<file path="src/design/dmtc_pkg.sv">
/*
 Package for the direct-transfer power-mode controller: mode encodings,
 medium and sub clock divide ratios, settling-wait table and reset values.
 Assumes a single 100 MHz clock domain.
*/
`default_nettype none
package dmtc_pkg;
    // ----------------------------------------
    // Modes
    // ----------------------------------------
    typedef enum logic [2:0] {
        DMTC_HIGH,
        DMTC_MEDIUM,
        DMTC_SUB,
        DMTC_SLEEP,
        DMTC_WATCH
    } dmtc_mode_t;

    // ----------------------------------------
    // Timing
    // ----------------------------------------
    localparam int DMTC_MED_DIV      = 8;
    localparam int DMTC_SUB_DIV      = 64;
    localparam int DMTC_SLEEP_CYCLES = 2;
    localparam int DMTC_WAIT_W       = 18;
    localparam logic [17:0] DMTC_WAIT_0 = 18'h02000;
    localparam logic [17:0] DMTC_WAIT_1 = 18'h04000;
    localparam logic [17:0] DMTC_WAIT_2 = 18'h08000;
    localparam logic [17:0] DMTC_WAIT_3 = 18'h10000;
    localparam logic [17:0] DMTC_WAIT_4 = 18'h20000;

    // ----------------------------------------
    // Reset values
    // ----------------------------------------
    localparam dmtc_mode_t DMTC_RESET_MODE = DMTC_HIGH;
endpackage : dmtc_pkg
`default_nettype wire

</file>
<file path="src/design/dmtc_clkdiv.sv">
/*
 Clock-enable divider: one-cycle pulse every div_sel cycles.
 Assumes div_sel is at least 1 and held stable between mode changes.
*/
`default_nettype none
module dmtc_clkdiv #(
    parameter int W = 7
) (
    input  wire logic         clk,
    input  wire logic         rst,
    input  wire logic [W-1:0] div_sel,
    output logic              tick
);
    logic [W-1:0] cnt_r;
    logic         last;

    assign last = (cnt_r >= div_sel - W'(1));
    assign tick = last;

    always_ff @(posedge clk or posedge rst) begin
        if (rst) begin
            cnt_r <= '0;
        end else begin
            cnt_r <= last ? '0 : cnt_r + W'(1);
        end
    end
endmodule // dmtc_clkdiv
`default_nettype wire

</file>
<file path="src/design/dmtc_ctrl.sv">
/*
 Direct-transfer power-mode controller. Tracks the running mode, routes
 each matching direct-transfer sleep (RL6..RL10) through sleep or watch mode; raises the transfer interrupt only if dt_irq_enable and not global_irq_mask.
 Assumes the CPU gives a one-cycle sleep_exec pulse and control bits are
 stable then; the CPU clock is gated by cpu_clk_en.
*/
// How it works
// (RL1) Medium-speed mode clocks the CPU at one eighth of high-speed rate.
// (RL2) Sleep with direct-transfer set moves among high, medium, sub without halting; here the CPU clock stops while passing through sleep or watch.
// (RL3) After a direct mode change completes, raise the direct-transfer interrupt.
// (RL4) Transfer interrupt masked: sleep with direct-transfer parks in sleep or watch.
// (RL5) Global mask set: park in sleep or watch; no interrupt releases it.
// (RL6) High with standby 0, low 0, medium 1: go medium via sleep.
// (RL7) Medium with standby 0, low 0, medium 0: go high via sleep.
// (RL8) High or medium with standby 1, low 1, watch clock 1: go sub via watch.
// (RL9) Sub with standby 1, low 0, medium 0, watch 1: watch, wait, high.
// (RL10) Sub with standby 1, low 0, medium 1, watch 1: watch, wait, medium.
// (RL11) Wait code 000..011 gives 8192..65536 states; top bit set gives 131072.
// (RL12) Reset gives high-speed mode and cleared control bits.
`default_nettype none
module dmtc_ctrl (
    input  wire logic       clk,
    input  wire logic       rst,
    input  wire logic       sleep_exec,
    input  wire logic       direct_transfer_enable,
    input  wire logic       software_standby_select,
    input  wire logic       low_speed_select,
    input  wire logic       medium_speed_select,
    input  wire logic       watch_clock_select,
    input  wire logic [2:0] settling_wait_code,
    input  wire logic       dt_irq_enable,
    input  wire logic       global_irq_mask,
    input  wire logic       wake_irq,
    output logic [2:0]      mode,
    output logic            cpu_clk_en,
    output logic            dt_irq,
    output logic            osc_settling
);
    // ----------------------------------------
    // State
    // ----------------------------------------
    dmtc_pkg::dmtc_mode_t   mode_r, mode_nxt;
    dmtc_pkg::dmtc_mode_t   dest_r, dest_nxt;
    logic                   pend_r, pend_nxt;
    logic                   lock_r, lock_nxt;
    logic                   irq_r, irq_nxt;
    logic [17:0]            wait_r, wait_nxt;
    logic                   running;
    logic                   dt_go;
    logic                   to_med, to_high, to_sub, sub_hi, sub_med;
    logic [17:0]            wait_len;
    logic [6:0]             div_sel;
    logic                   tick;

    // ----------------------------------------
    // Decode
    // ----------------------------------------
    assign running = (mode_r == dmtc_pkg::DMTC_HIGH) || (mode_r == dmtc_pkg::DMTC_MEDIUM)
                  || (mode_r == dmtc_pkg::DMTC_SUB);
    assign dt_go   = sleep_exec && running && direct_transfer_enable; // [RL2]
    assign to_med  = (mode_r == dmtc_pkg::DMTC_HIGH) && !software_standby_select
                  && !low_speed_select && medium_speed_select; // [RL6]
    assign to_high = (mode_r == dmtc_pkg::DMTC_MEDIUM) && !software_standby_select
                  && !low_speed_select && !medium_speed_select; // [RL7]
    assign to_sub  = ((mode_r == dmtc_pkg::DMTC_HIGH) || (mode_r == dmtc_pkg::DMTC_MEDIUM))
                  && software_standby_select && low_speed_select && watch_clock_select; // [RL8]
    assign sub_hi  = (mode_r == dmtc_pkg::DMTC_SUB) && software_standby_select
                  && !low_speed_select && !medium_speed_select && watch_clock_select; // [RL9]
    assign sub_med = (mode_r == dmtc_pkg::DMTC_SUB) && software_standby_select
                  && !low_speed_select && medium_speed_select && watch_clock_select; // [RL10]

    // Top code bit alone selects the longest wait
    assign wait_len = settling_wait_code[2]        ? dmtc_pkg::DMTC_WAIT_4 :
                      (settling_wait_code == 3'h3) ? dmtc_pkg::DMTC_WAIT_3 :
                      (settling_wait_code == 3'h2) ? dmtc_pkg::DMTC_WAIT_2 :
                      (settling_wait_code == 3'h1) ? dmtc_pkg::DMTC_WAIT_1 :
                                                     dmtc_pkg::DMTC_WAIT_0; // [RL11]

    // ----------------------------------------
    // Next state
    // ----------------------------------------
    always_comb begin
        mode_nxt = mode_r;
        dest_nxt = dest_r;
        pend_nxt = pend_r;
        lock_nxt = lock_r;
        irq_nxt  = 1'b0;
        wait_nxt = wait_r;
        unique case (mode_r)
            dmtc_pkg::DMTC_HIGH, dmtc_pkg::DMTC_MEDIUM, dmtc_pkg::DMTC_SUB: begin
                if (dt_go && (to_med || to_high)) begin
                    mode_nxt = dmtc_pkg::DMTC_SLEEP;
                    dest_nxt = to_med ? dmtc_pkg::DMTC_MEDIUM : dmtc_pkg::DMTC_HIGH;
                    wait_nxt = 18'(dmtc_pkg::DMTC_SLEEP_CYCLES);
                end else if (dt_go && (to_sub || sub_hi || sub_med)) begin
                    mode_nxt = dmtc_pkg::DMTC_WATCH;
                    dest_nxt = to_sub ? dmtc_pkg::DMTC_SUB :
                               sub_med ? dmtc_pkg::DMTC_MEDIUM : dmtc_pkg::DMTC_HIGH;
                    // Waking into active mode needs the oscillator to settle
                    wait_nxt = to_sub ? 18'(dmtc_pkg::DMTC_SLEEP_CYCLES) : wait_len; // [RL9] [RL10]
                end
                if (mode_nxt != mode_r) begin
                    pend_nxt = dt_irq_enable && !global_irq_mask; // [RL4]
                    lock_nxt = global_irq_mask; // [RL5]
                end
            end
            dmtc_pkg::DMTC_SLEEP, dmtc_pkg::DMTC_WATCH: begin
                if (wait_r != '0) begin
                    wait_nxt = wait_r - 18'h00001;
                end else if (pend_r) begin
                    mode_nxt = dest_r;
                    pend_nxt = 1'b0;
                    irq_nxt  = 1'b1; // [RL3]
                end else if (wake_irq && !lock_r) begin
                    // Masked transfer: an ordinary wake-up finishes the move
                    mode_nxt = dest_r; // [RL4]
                end
            end
            default: mode_nxt = dmtc_pkg::DMTC_RESET_MODE;
        endcase
    end

    always_ff @(posedge clk or posedge rst) begin
        if (rst) begin
            mode_r <= dmtc_pkg::DMTC_RESET_MODE; // [RL12]
            dest_r <= dmtc_pkg::DMTC_RESET_MODE;
            pend_r <= 1'b0;
            lock_r <= 1'b0;
            irq_r  <= 1'b0;
            wait_r <= '0;
        end else begin
            mode_r <= mode_nxt;
            dest_r <= dest_nxt;
            pend_r <= pend_nxt;
            lock_r <= lock_nxt;
            irq_r  <= irq_nxt;
            wait_r <= wait_nxt;
        end
    end

    // ----------------------------------------
    // CPU clock enable
    // ----------------------------------------
    assign div_sel = (mode_r == dmtc_pkg::DMTC_MEDIUM) ? 7'(dmtc_pkg::DMTC_MED_DIV) :
                     (mode_r == dmtc_pkg::DMTC_SUB)    ? 7'(dmtc_pkg::DMTC_SUB_DIV) : 7'h01; // [RL1]

    dmtc_clkdiv #(.W(7)) u_div (
        .clk     (clk),
        .rst     (rst),
        .div_sel (div_sel),
        .tick    (tick)
    );

    // Halted in sleep and watch; program continues only after them
    assign cpu_clk_en   = running && tick; // [RL1] [RL2]
    assign mode         = mode_r;
    assign dt_irq       = irq_r;
    assign osc_settling = (mode_r == dmtc_pkg::DMTC_WATCH) && (wait_r != '0);
endmodule // dmtc_ctrl
`default_nettype wire

</file>
<file path="config.mk">
export PLATFORM = sky130hd
export DESIGN_NAME = dmtc_ctrl
export DESIGN_NICKNAME = d
export VERILOG_FILES = /design/src/design/dmtc_pkg.sv /design/src/design/dmtc_clkdiv.sv /design/src/design/dmtc_ctrl.sv
export SDC_FILE = /design/constraint.sdc
export NUM_CORES = 1
export LEC_CHECK = 0
export BUFFER_PORTS_ARGS = -buffer_cell sky130_fd_sc_hd__clkbuf_2
export CAP_MARGIN = 25
export CELL_PAD_IN_SITES_DETAIL_PLACEMENT = 1
export CELL_PAD_IN_SITES_GLOBAL_PLACEMENT = 1
export CORE_AREA = 4 4 73 75
export CTS_CLUSTER_SIZE = 16
export DETAILED_ROUTE_END_ITERATION = 7
export DIE_AREA = 0 0 77 79
export PLACE_DENSITY_LB_ADDON = 0.08
export SYNTH_ARGS = -nofsm -noshare
export SYNTH_HDL_FRONTEND = slang
export SYNTH_SLANG_ARGS = --single-unit
</file>
<file path="constraint.sdc">
create_clock -name clk -period 3 [get_ports clk]
set_clock_uncertainty 0.05 [all_clocks]
set_input_delay 0.3 -clock clk [delete_from_list [all_inputs] [get_ports clk]]
set_output_delay 0.3 -clock clk [all_outputs]
set_load 0.01 [all_outputs]
</file>
==> run_results.csv, run 1 <==
group,metric,value,unit
run_status,outcome,"completed",
timing,tightest_slew,604,ps
timing,rsz0062_at_grt,"false",
synthesis,postSynthCellCount,225,
route,wl_per_cell,18.7,µm
synthesis,syn-cell-area,0.00205,mm²
timing,slew-limit-headroom,59.7,%
timing,period_share,94.7,%
clock_network,cts-root-buf,"clkbuf_8",
pwr,p_sw_share,45.0,%
final_layout,nNetsFinal,269,
placed_design,portBuffers,19,
clock_network,clkTransAtPathRegs,80,ps
timing,timing.fmax,352,MHz
route,first_pass_iters,4,
timing,period_minus_slack,2840,ps
route,postRouteAntennaNets,0,
synthesis,synth_ff_type,"dfrtp_1",
pwr,p_sw,1.06,mW
route,vias,1815,
setup_path,required,2650,ps
floorplan,fp-row-count,25,
global_route,grt_pass1_vias,1972,
floorplan,num_io_pins,20,
synthesis,ys_ff_latch,33,
pwr,p_int,1.30,mW
setup_path,crit_type,"reg2out",
hold_path,hp-class,"in2async",
clock_network,cts_tree,"done",
setup_path,cp.arrival,2490,ps
synthesis,yosysSeqAreaShare,40.3,%
final_layout,area_growth,12.6,%
global_route,antenna_found_initial,0,
clock_network,cts_htree_levels,2,
synthesis,synth.area.top_cells,"dfrtp_1 (40%), ha_1 (4.9%), nor3_1 (3.2%)",
synthesis,yosysTopAreaCellShare,40.3,%
synthesis,synth-edff-count,0,
global_route,grt-ovfl-total,0,
setup_path,endpoint_kind,"primary output",
synthesis,synth_cell_type_count,50,
clock_network,clock_sinks,33,
placed_design,gp_congestion,0.842,
timing,drv_slew,0,
setup_path,worstPathMaxFanout,13,
pwr,power_frac_seq,34.9,%
final_layout,stdcell_count,302,
clock_network,clock_latency,290,ps
setup_path,worst_setup_path_start_kind,"flip-flop",
synthesis,syn_nets,247,
route,wl,5.65,mm
final_layout,drive_gt1_share,19.0,%
route,avgViaCountPerCell,6.01,
route,post-route-drc-count,0,
synthesis,yosys.area.top_type,"dfrtp_1",
pwr,p_comb_share,51.0,%
floorplan,die_w,77,µm
synthesis,synth.avg_cell_area,9.11,µm²
job,cap_violations,0,
pwr,power_density,1020,mW/mm²
clock_network,numCtsBuffers,5,
clock_network,cts_hold_buf,0,
pwr,p_leak,1.01,nW
floorplan,die_y,79,µm
synthesis,yosysWarnings,0,
global_route,grt_max_degree,34,
clock_network,clockBufferDepth,2,
timing,finalSetupViolCount,0,
floorplan,initial_core_util,44.0,%
global_route,grt_first_pass_wirelength,9.59,mm
synthesis,async_reset_ff_share,100,%
route,drtIter0Drc,60,
placed_design,dp_hpwl,4.21,mm
timing,timing.final.hold_violations,0,
floorplan,fp.coreArea,0.00466,mm²
pwr,total_power,2.36,mW
placed_design,dp_cells,293,
pwr,peakVddDrop,410,µV
final_layout,antennaDiodeCount,0,
pwr,pwr-share-clk,14.1,%
global_route,globalRouteTotalUtil,19.8,%
setup_path,r2r_cells,5,
floorplan,die_area,0.00608,mm²
timing,tns,0,ps
-- worst paths after layout --
check                                 from    endpoint  slack, ps
max                                mode[0]  cpu_clk_en        160
min                                    rst   wait_r[6]         20
max reg2reg                     wait_r[12]     mode[2]        420
min reg2reg                      dest_r[0]   dest_r[0]        450
max in group asynchronous              rst     mode[1]       2560
min in group clk           global_irq_mask      lock_r        200
-- timing repair --
item | in CTS | in global routing
buffers inserted | 1 | 0
endpoints found under the setup margin | 1 | 1
gates resized for setup | 0 | 1
pin swaps | 1 | 0
-- through the flow --
step | util, % | hold slack [ps] | instance area (µm²) | setup slack (ps)
after floorplan | - | 367 | 2050 | 527
after global placement | 47.5 | 339 | 2210 | 411
after detailed placement | 47.5 | 360 | 2210 | 215
after CTS | 49.5 | 40.2 | 2310 | 134
after global routing | 49.5 | 64.8 | 2310 | 4.64
final | 49.5 | 20.5 | 2310 | 159
-- routing by layer --
metal | part of all wire [%] | vias up | track usage (%)
met3 | 3.4 | 9 | 4.31
met1 | 44 | 899 | 23.2
met2 | 51 | 30 | 35.9
met5 | 0 | - | 0
li1 | - | 877 | -
met4 | 1.6 | 0 | 6.58
-- cells in the final DEF, fill, tap and decap left out, drive strengths merged, types with 2 or more instances in the layout --
cell,Yosys,routed
a2111oi,2,2
a21oi,9,9
a32o,2,2
and2,2,2
buf,3,7
clkbuf,8,24
clkinv,0,2
dfrtp,33,33
ha,8,8
inv,10,10
mux2i,3,3
nand2,18,18
nand2b,4,4
nand3,9,9
nand3b,5,5
nand4b,3,3
nor2,17,17
nor3,13,13
nor3b,3,3
nor4,6,6
nor4b,3,3
o211ai,5,5
o21a,5,5
o21ai,9,9
o22ai,2,2
o31ai,5,5
or2,4,4
or3,6,6
or4,5,5
xnor2,3,3
xor2,6,6
-- synth_stat cells, types with 2 or more instances --
cell type  instances
nor3b_1            3
xnor2_1            3
o31ai_1            5
inv_1             10
o211ai_1           5
xor2_1             6
a32o_1             2
or2_2              4
and2_1             2
nand2_1           17
o21a_1             5
o21ai_0            9
a21oi_1            9
nand3b_1           5
nor4b_1            3
nand2b_1           4
mux2i_1            3
or4_1              2
buf_2              2
nand4b_1           3
nand3_1            9
or3_1              5
nor3_1            13
o22ai_1            2
nor2_1            17
clkbuf_1           8
dfrtp_1           33
ha_1               8
or4_4              2
nor4_1             6
-- layout make-up --
class | count | area (µm²)
Clock inverter | 3 | 17.5
Multi-Input combinational cell | 171 | 1140
Clock buffer | 5 | 68.8
Fill cell | 570 | 2350
Sequential cell | 33 | 827
Timing Repair Buffer | 26 | 148
Tap cell | 54 | 67.6
Inverter | 10 | 37.5
-- cell families (layout without fill, tap and decap cells) --
logic type                 count (synthesis)  in the layout  share of synthesized area [%]
buffers and inverters                     21             44                           3.97
xor gates and xnor gates                   9              9                           3.85
and+or+nand+nor                          102            102                           28.1
muxes                                      3              3                           1.47
adders and majority gates                  8              8                           4.88
AOI/OAI and AO/OA                         49             49                           17.5
DFF                                       33             33                           40.3
-- critical path, stage by stage (launching register included) --
cell,delay (ps)
dfrtp_1,520
nand2b_1,280
a21oi_1,230
ha_1,270
nand2b_1,140
a21o_1,170
a21oi_1,150
o211ai_1,130
o21a_1,190
clkbuf_2,120
-- power by group through the flow --
stage	clock [mW]	sequential, mW	combinational (mW)
after detailed placement	0	0.825	1.18
final	0.333	0.825	1.21
after global routing	0.369	0.855	1.35
after CTS	0.342	0.818	1.22
after floorplan	0	0.748	0.902
after global placement	0	0.805	1.11
-- sequential cells by signal, summed over array words and instances, names as in the netlist --
signal and flops:
dest_r 2, lock_r 1, pend_r 1, u_div.cnt_r 7, dt_irq 1, mode 3
wait_r 18
(Power assumes the default switching activity.)
==> run 2, diff against run 1 <==
BUFFER_PORTS_ARGS = default   (was -buffer_cell sky130_fd_sc_hd__clkbuf_2)
CORE_AREA = 4 4 71 73   (was 4 4 73 75)
DIE_AREA = 0 0 75 77   (was 0 0 77 79)
DONT_BUFFER_PORTS = 1   (was default)
==> run_results.csv, run 2 (same netlist as run 1, synthesis figures left out) <==
group,metric,value,unit
final_layout,top_register,"wait_r",
final_layout,mostFrequentLayoutCells,"dfrtp_1 (33), nor2_1 (17), nand2_1 (17)",
job,cap_violations,0,
pwr,p_leak,0.953,nW
pwr,power_density,1040,mW/mm²
global_route,grt_max_degree,34,
timing,hold_slack,120,ps
clock_network,cts-root-buf,"clkbuf_8",
setup_path,required,2650,ps
final_layout,largest_reg_flops,18,
route,post-route-drc-count,0,
final_layout,fin_util,51.5,%
floorplan,die_y,77,µm
final_layout,fillerInstances,511,
timing,rsz0062_at_grt,"false",
clock_network,clockBufferDepth,2,
timing,finalSetupViolCount,0,
clock_network,cts_tree,"done",
timing,tns,0,ps
timing,timing.fmax,362,MHz
timing,timing.final.hold_violations,0,
placed_design,dp_cells,273,
route,drtIter0Drc,30,
clock_network,cts_htree_levels,2,
timing,period_minus_slack,2760,ps
route,first_pass_iters,4,
clock_network,numCtsBuffers,5,
timing,tightest_slew,596,ps
clock_network,cts_resized,0,
final_layout,drive_gt1_share,12.1,%
setup_path,cp.arrival,2410,ps
route,avgViaCountPerCell,6.16,
timing,period_share,92.0,%
floorplan,fp-row-count,24,
global_route,globalRouteTotalUtil,19.2,%
placed_design,portBuffers,0,
global_route,grt-ovfl-total,0,
route,wl,5.19,mm
setup_path,worstPathMaxFanout,13,
global_route,grt_pass1_vias,1865,
global_route,antenna_found_initial,0,
floorplan,fp.coreArea,0.00435,mm²
placed_design,gp_congestion,0.857,
timing,fin_ws,239,ps
route,vias,1744,
pwr,peakVddDrop,464,µV
placed_design,dp_slack,304,ps
route,wl_per_cell,18.3,µm
floorplan,num_io_pins,20,
floorplan,die_area,0.00578,mm²
setup_path,worst_setup_path_start_kind,"flip-flop",
route,postRouteAntennaNets,0,
pwr,total_power,2.34,mW
timing,slew-limit-headroom,60.1,%
clock_network,clock_sinks,33,
floorplan,initial_core_util,47.1,%
final_layout,stdcell_count,283,
global_route,grt_first_pass_wirelength,8.63,mm
clock_network,clock_latency,280,ps
final_layout,antennaDiodeCount,0,
timing,drv_slew,0,
placed_design,dp_hpwl,3.96,mm
final_layout,final_common_cell,"dfrtp_1",
run_status,outcome,"completed",
clock_network,clkTransAtPathRegs,70,ps
hold_path,hp-class,"in2reg",
final_layout,fin_area,0.00224,mm²
placed_design,placed_cell_area,0.00212,mm²
setup_path,endpoint_kind,"primary output",
final_layout,nNetsFinal,252,
final_layout,area_growth,9.40,%
setup_path,crit_type,"reg2out",
floorplan,die_w,75,µm
==> run 2: cell count changes in the layout (fill, tap and decap cells not counted) <==
cell,previous run,this run
buf_4,7,8
clkbuf_2,19,0
clkbuf_8,5,7
clkinv_2,2,1
clkinvlp_4,1,0
dfrtp_1,32,33
dfrtp_2,1,0
dlygate4sd3_1,0,1
==> run 2: path summary, 6_finish.rpt <==
kind	startpoint	end	slack [ps]	cells past startpoint
min in group asynchronous	rst	u_div.cnt_r[3]	510	3
max in group asynchronous	rst	wait_r[0]	2100	3
setup / recovery	mode[1]	cpu_clk_en	240	8
setup reg to reg	wait_r[3]	wait_r[14]	440	6
hold / removal	global_irq_mask	lock_r	120	2
hold reg to reg	dest_r[0]	dest_r[0]	450	2
==> run 2: layout make-up <==
class	instances	area, µm²	share of cell area (%)
Inverter	10	37.5	1.67
Sequential cell	33	826	36.8
Clock buffer	7	96.3	4.30
Clock inverter	1	5.00	0.223
Multi-Input combinational cell	171	1140	50.9
Tap cell	52	65.1	2.90
Timing Repair Buffer	9	70.1	3.13
==> run 2: critical path, stage by stage, from the launching register on <==
cell	delay [ps]
dfrtp_1	610
nand2b_1	210
a21oi_1	230
ha_1	260
nand2b_1	140
a21o_1	170
a21oi_1	160
o211ai_1	130
o21a_1	230
==> run 2: where the power goes <==
part	leakage [nW]	switching (mW)	internal (mW)
sequential	0.436	0.208	0.609
combinational	0.464	0.656	0.503
clock	0.0542	0.159	0.207
total	0.953	1.02	1.32
==> run 2: repair_timing <==
| item | in CTS | in global routing |
|---|---|---|
| buffers inserted | 1 | 0 |
| hold buffers | 1 | 0 |
| endpoints found under the setup margin | 1 | 0 |
| endpoints found under the hold margin | 33 | 0 |
==> run 2: routing by layer <==
| layer | up-vias | wire, µm | track usage [%] |
|---|---|---|---|
| met3 | 7 | 124 | 3.27 |
| li1 | 838 | - | - |
| met1 | 881 | 2350 | 24.2 |
| met4 | 0 | 53 | 5.52 |
| met2 | 18 | 2670 | 32.8 |
| met5 | - | 0 | 0 |
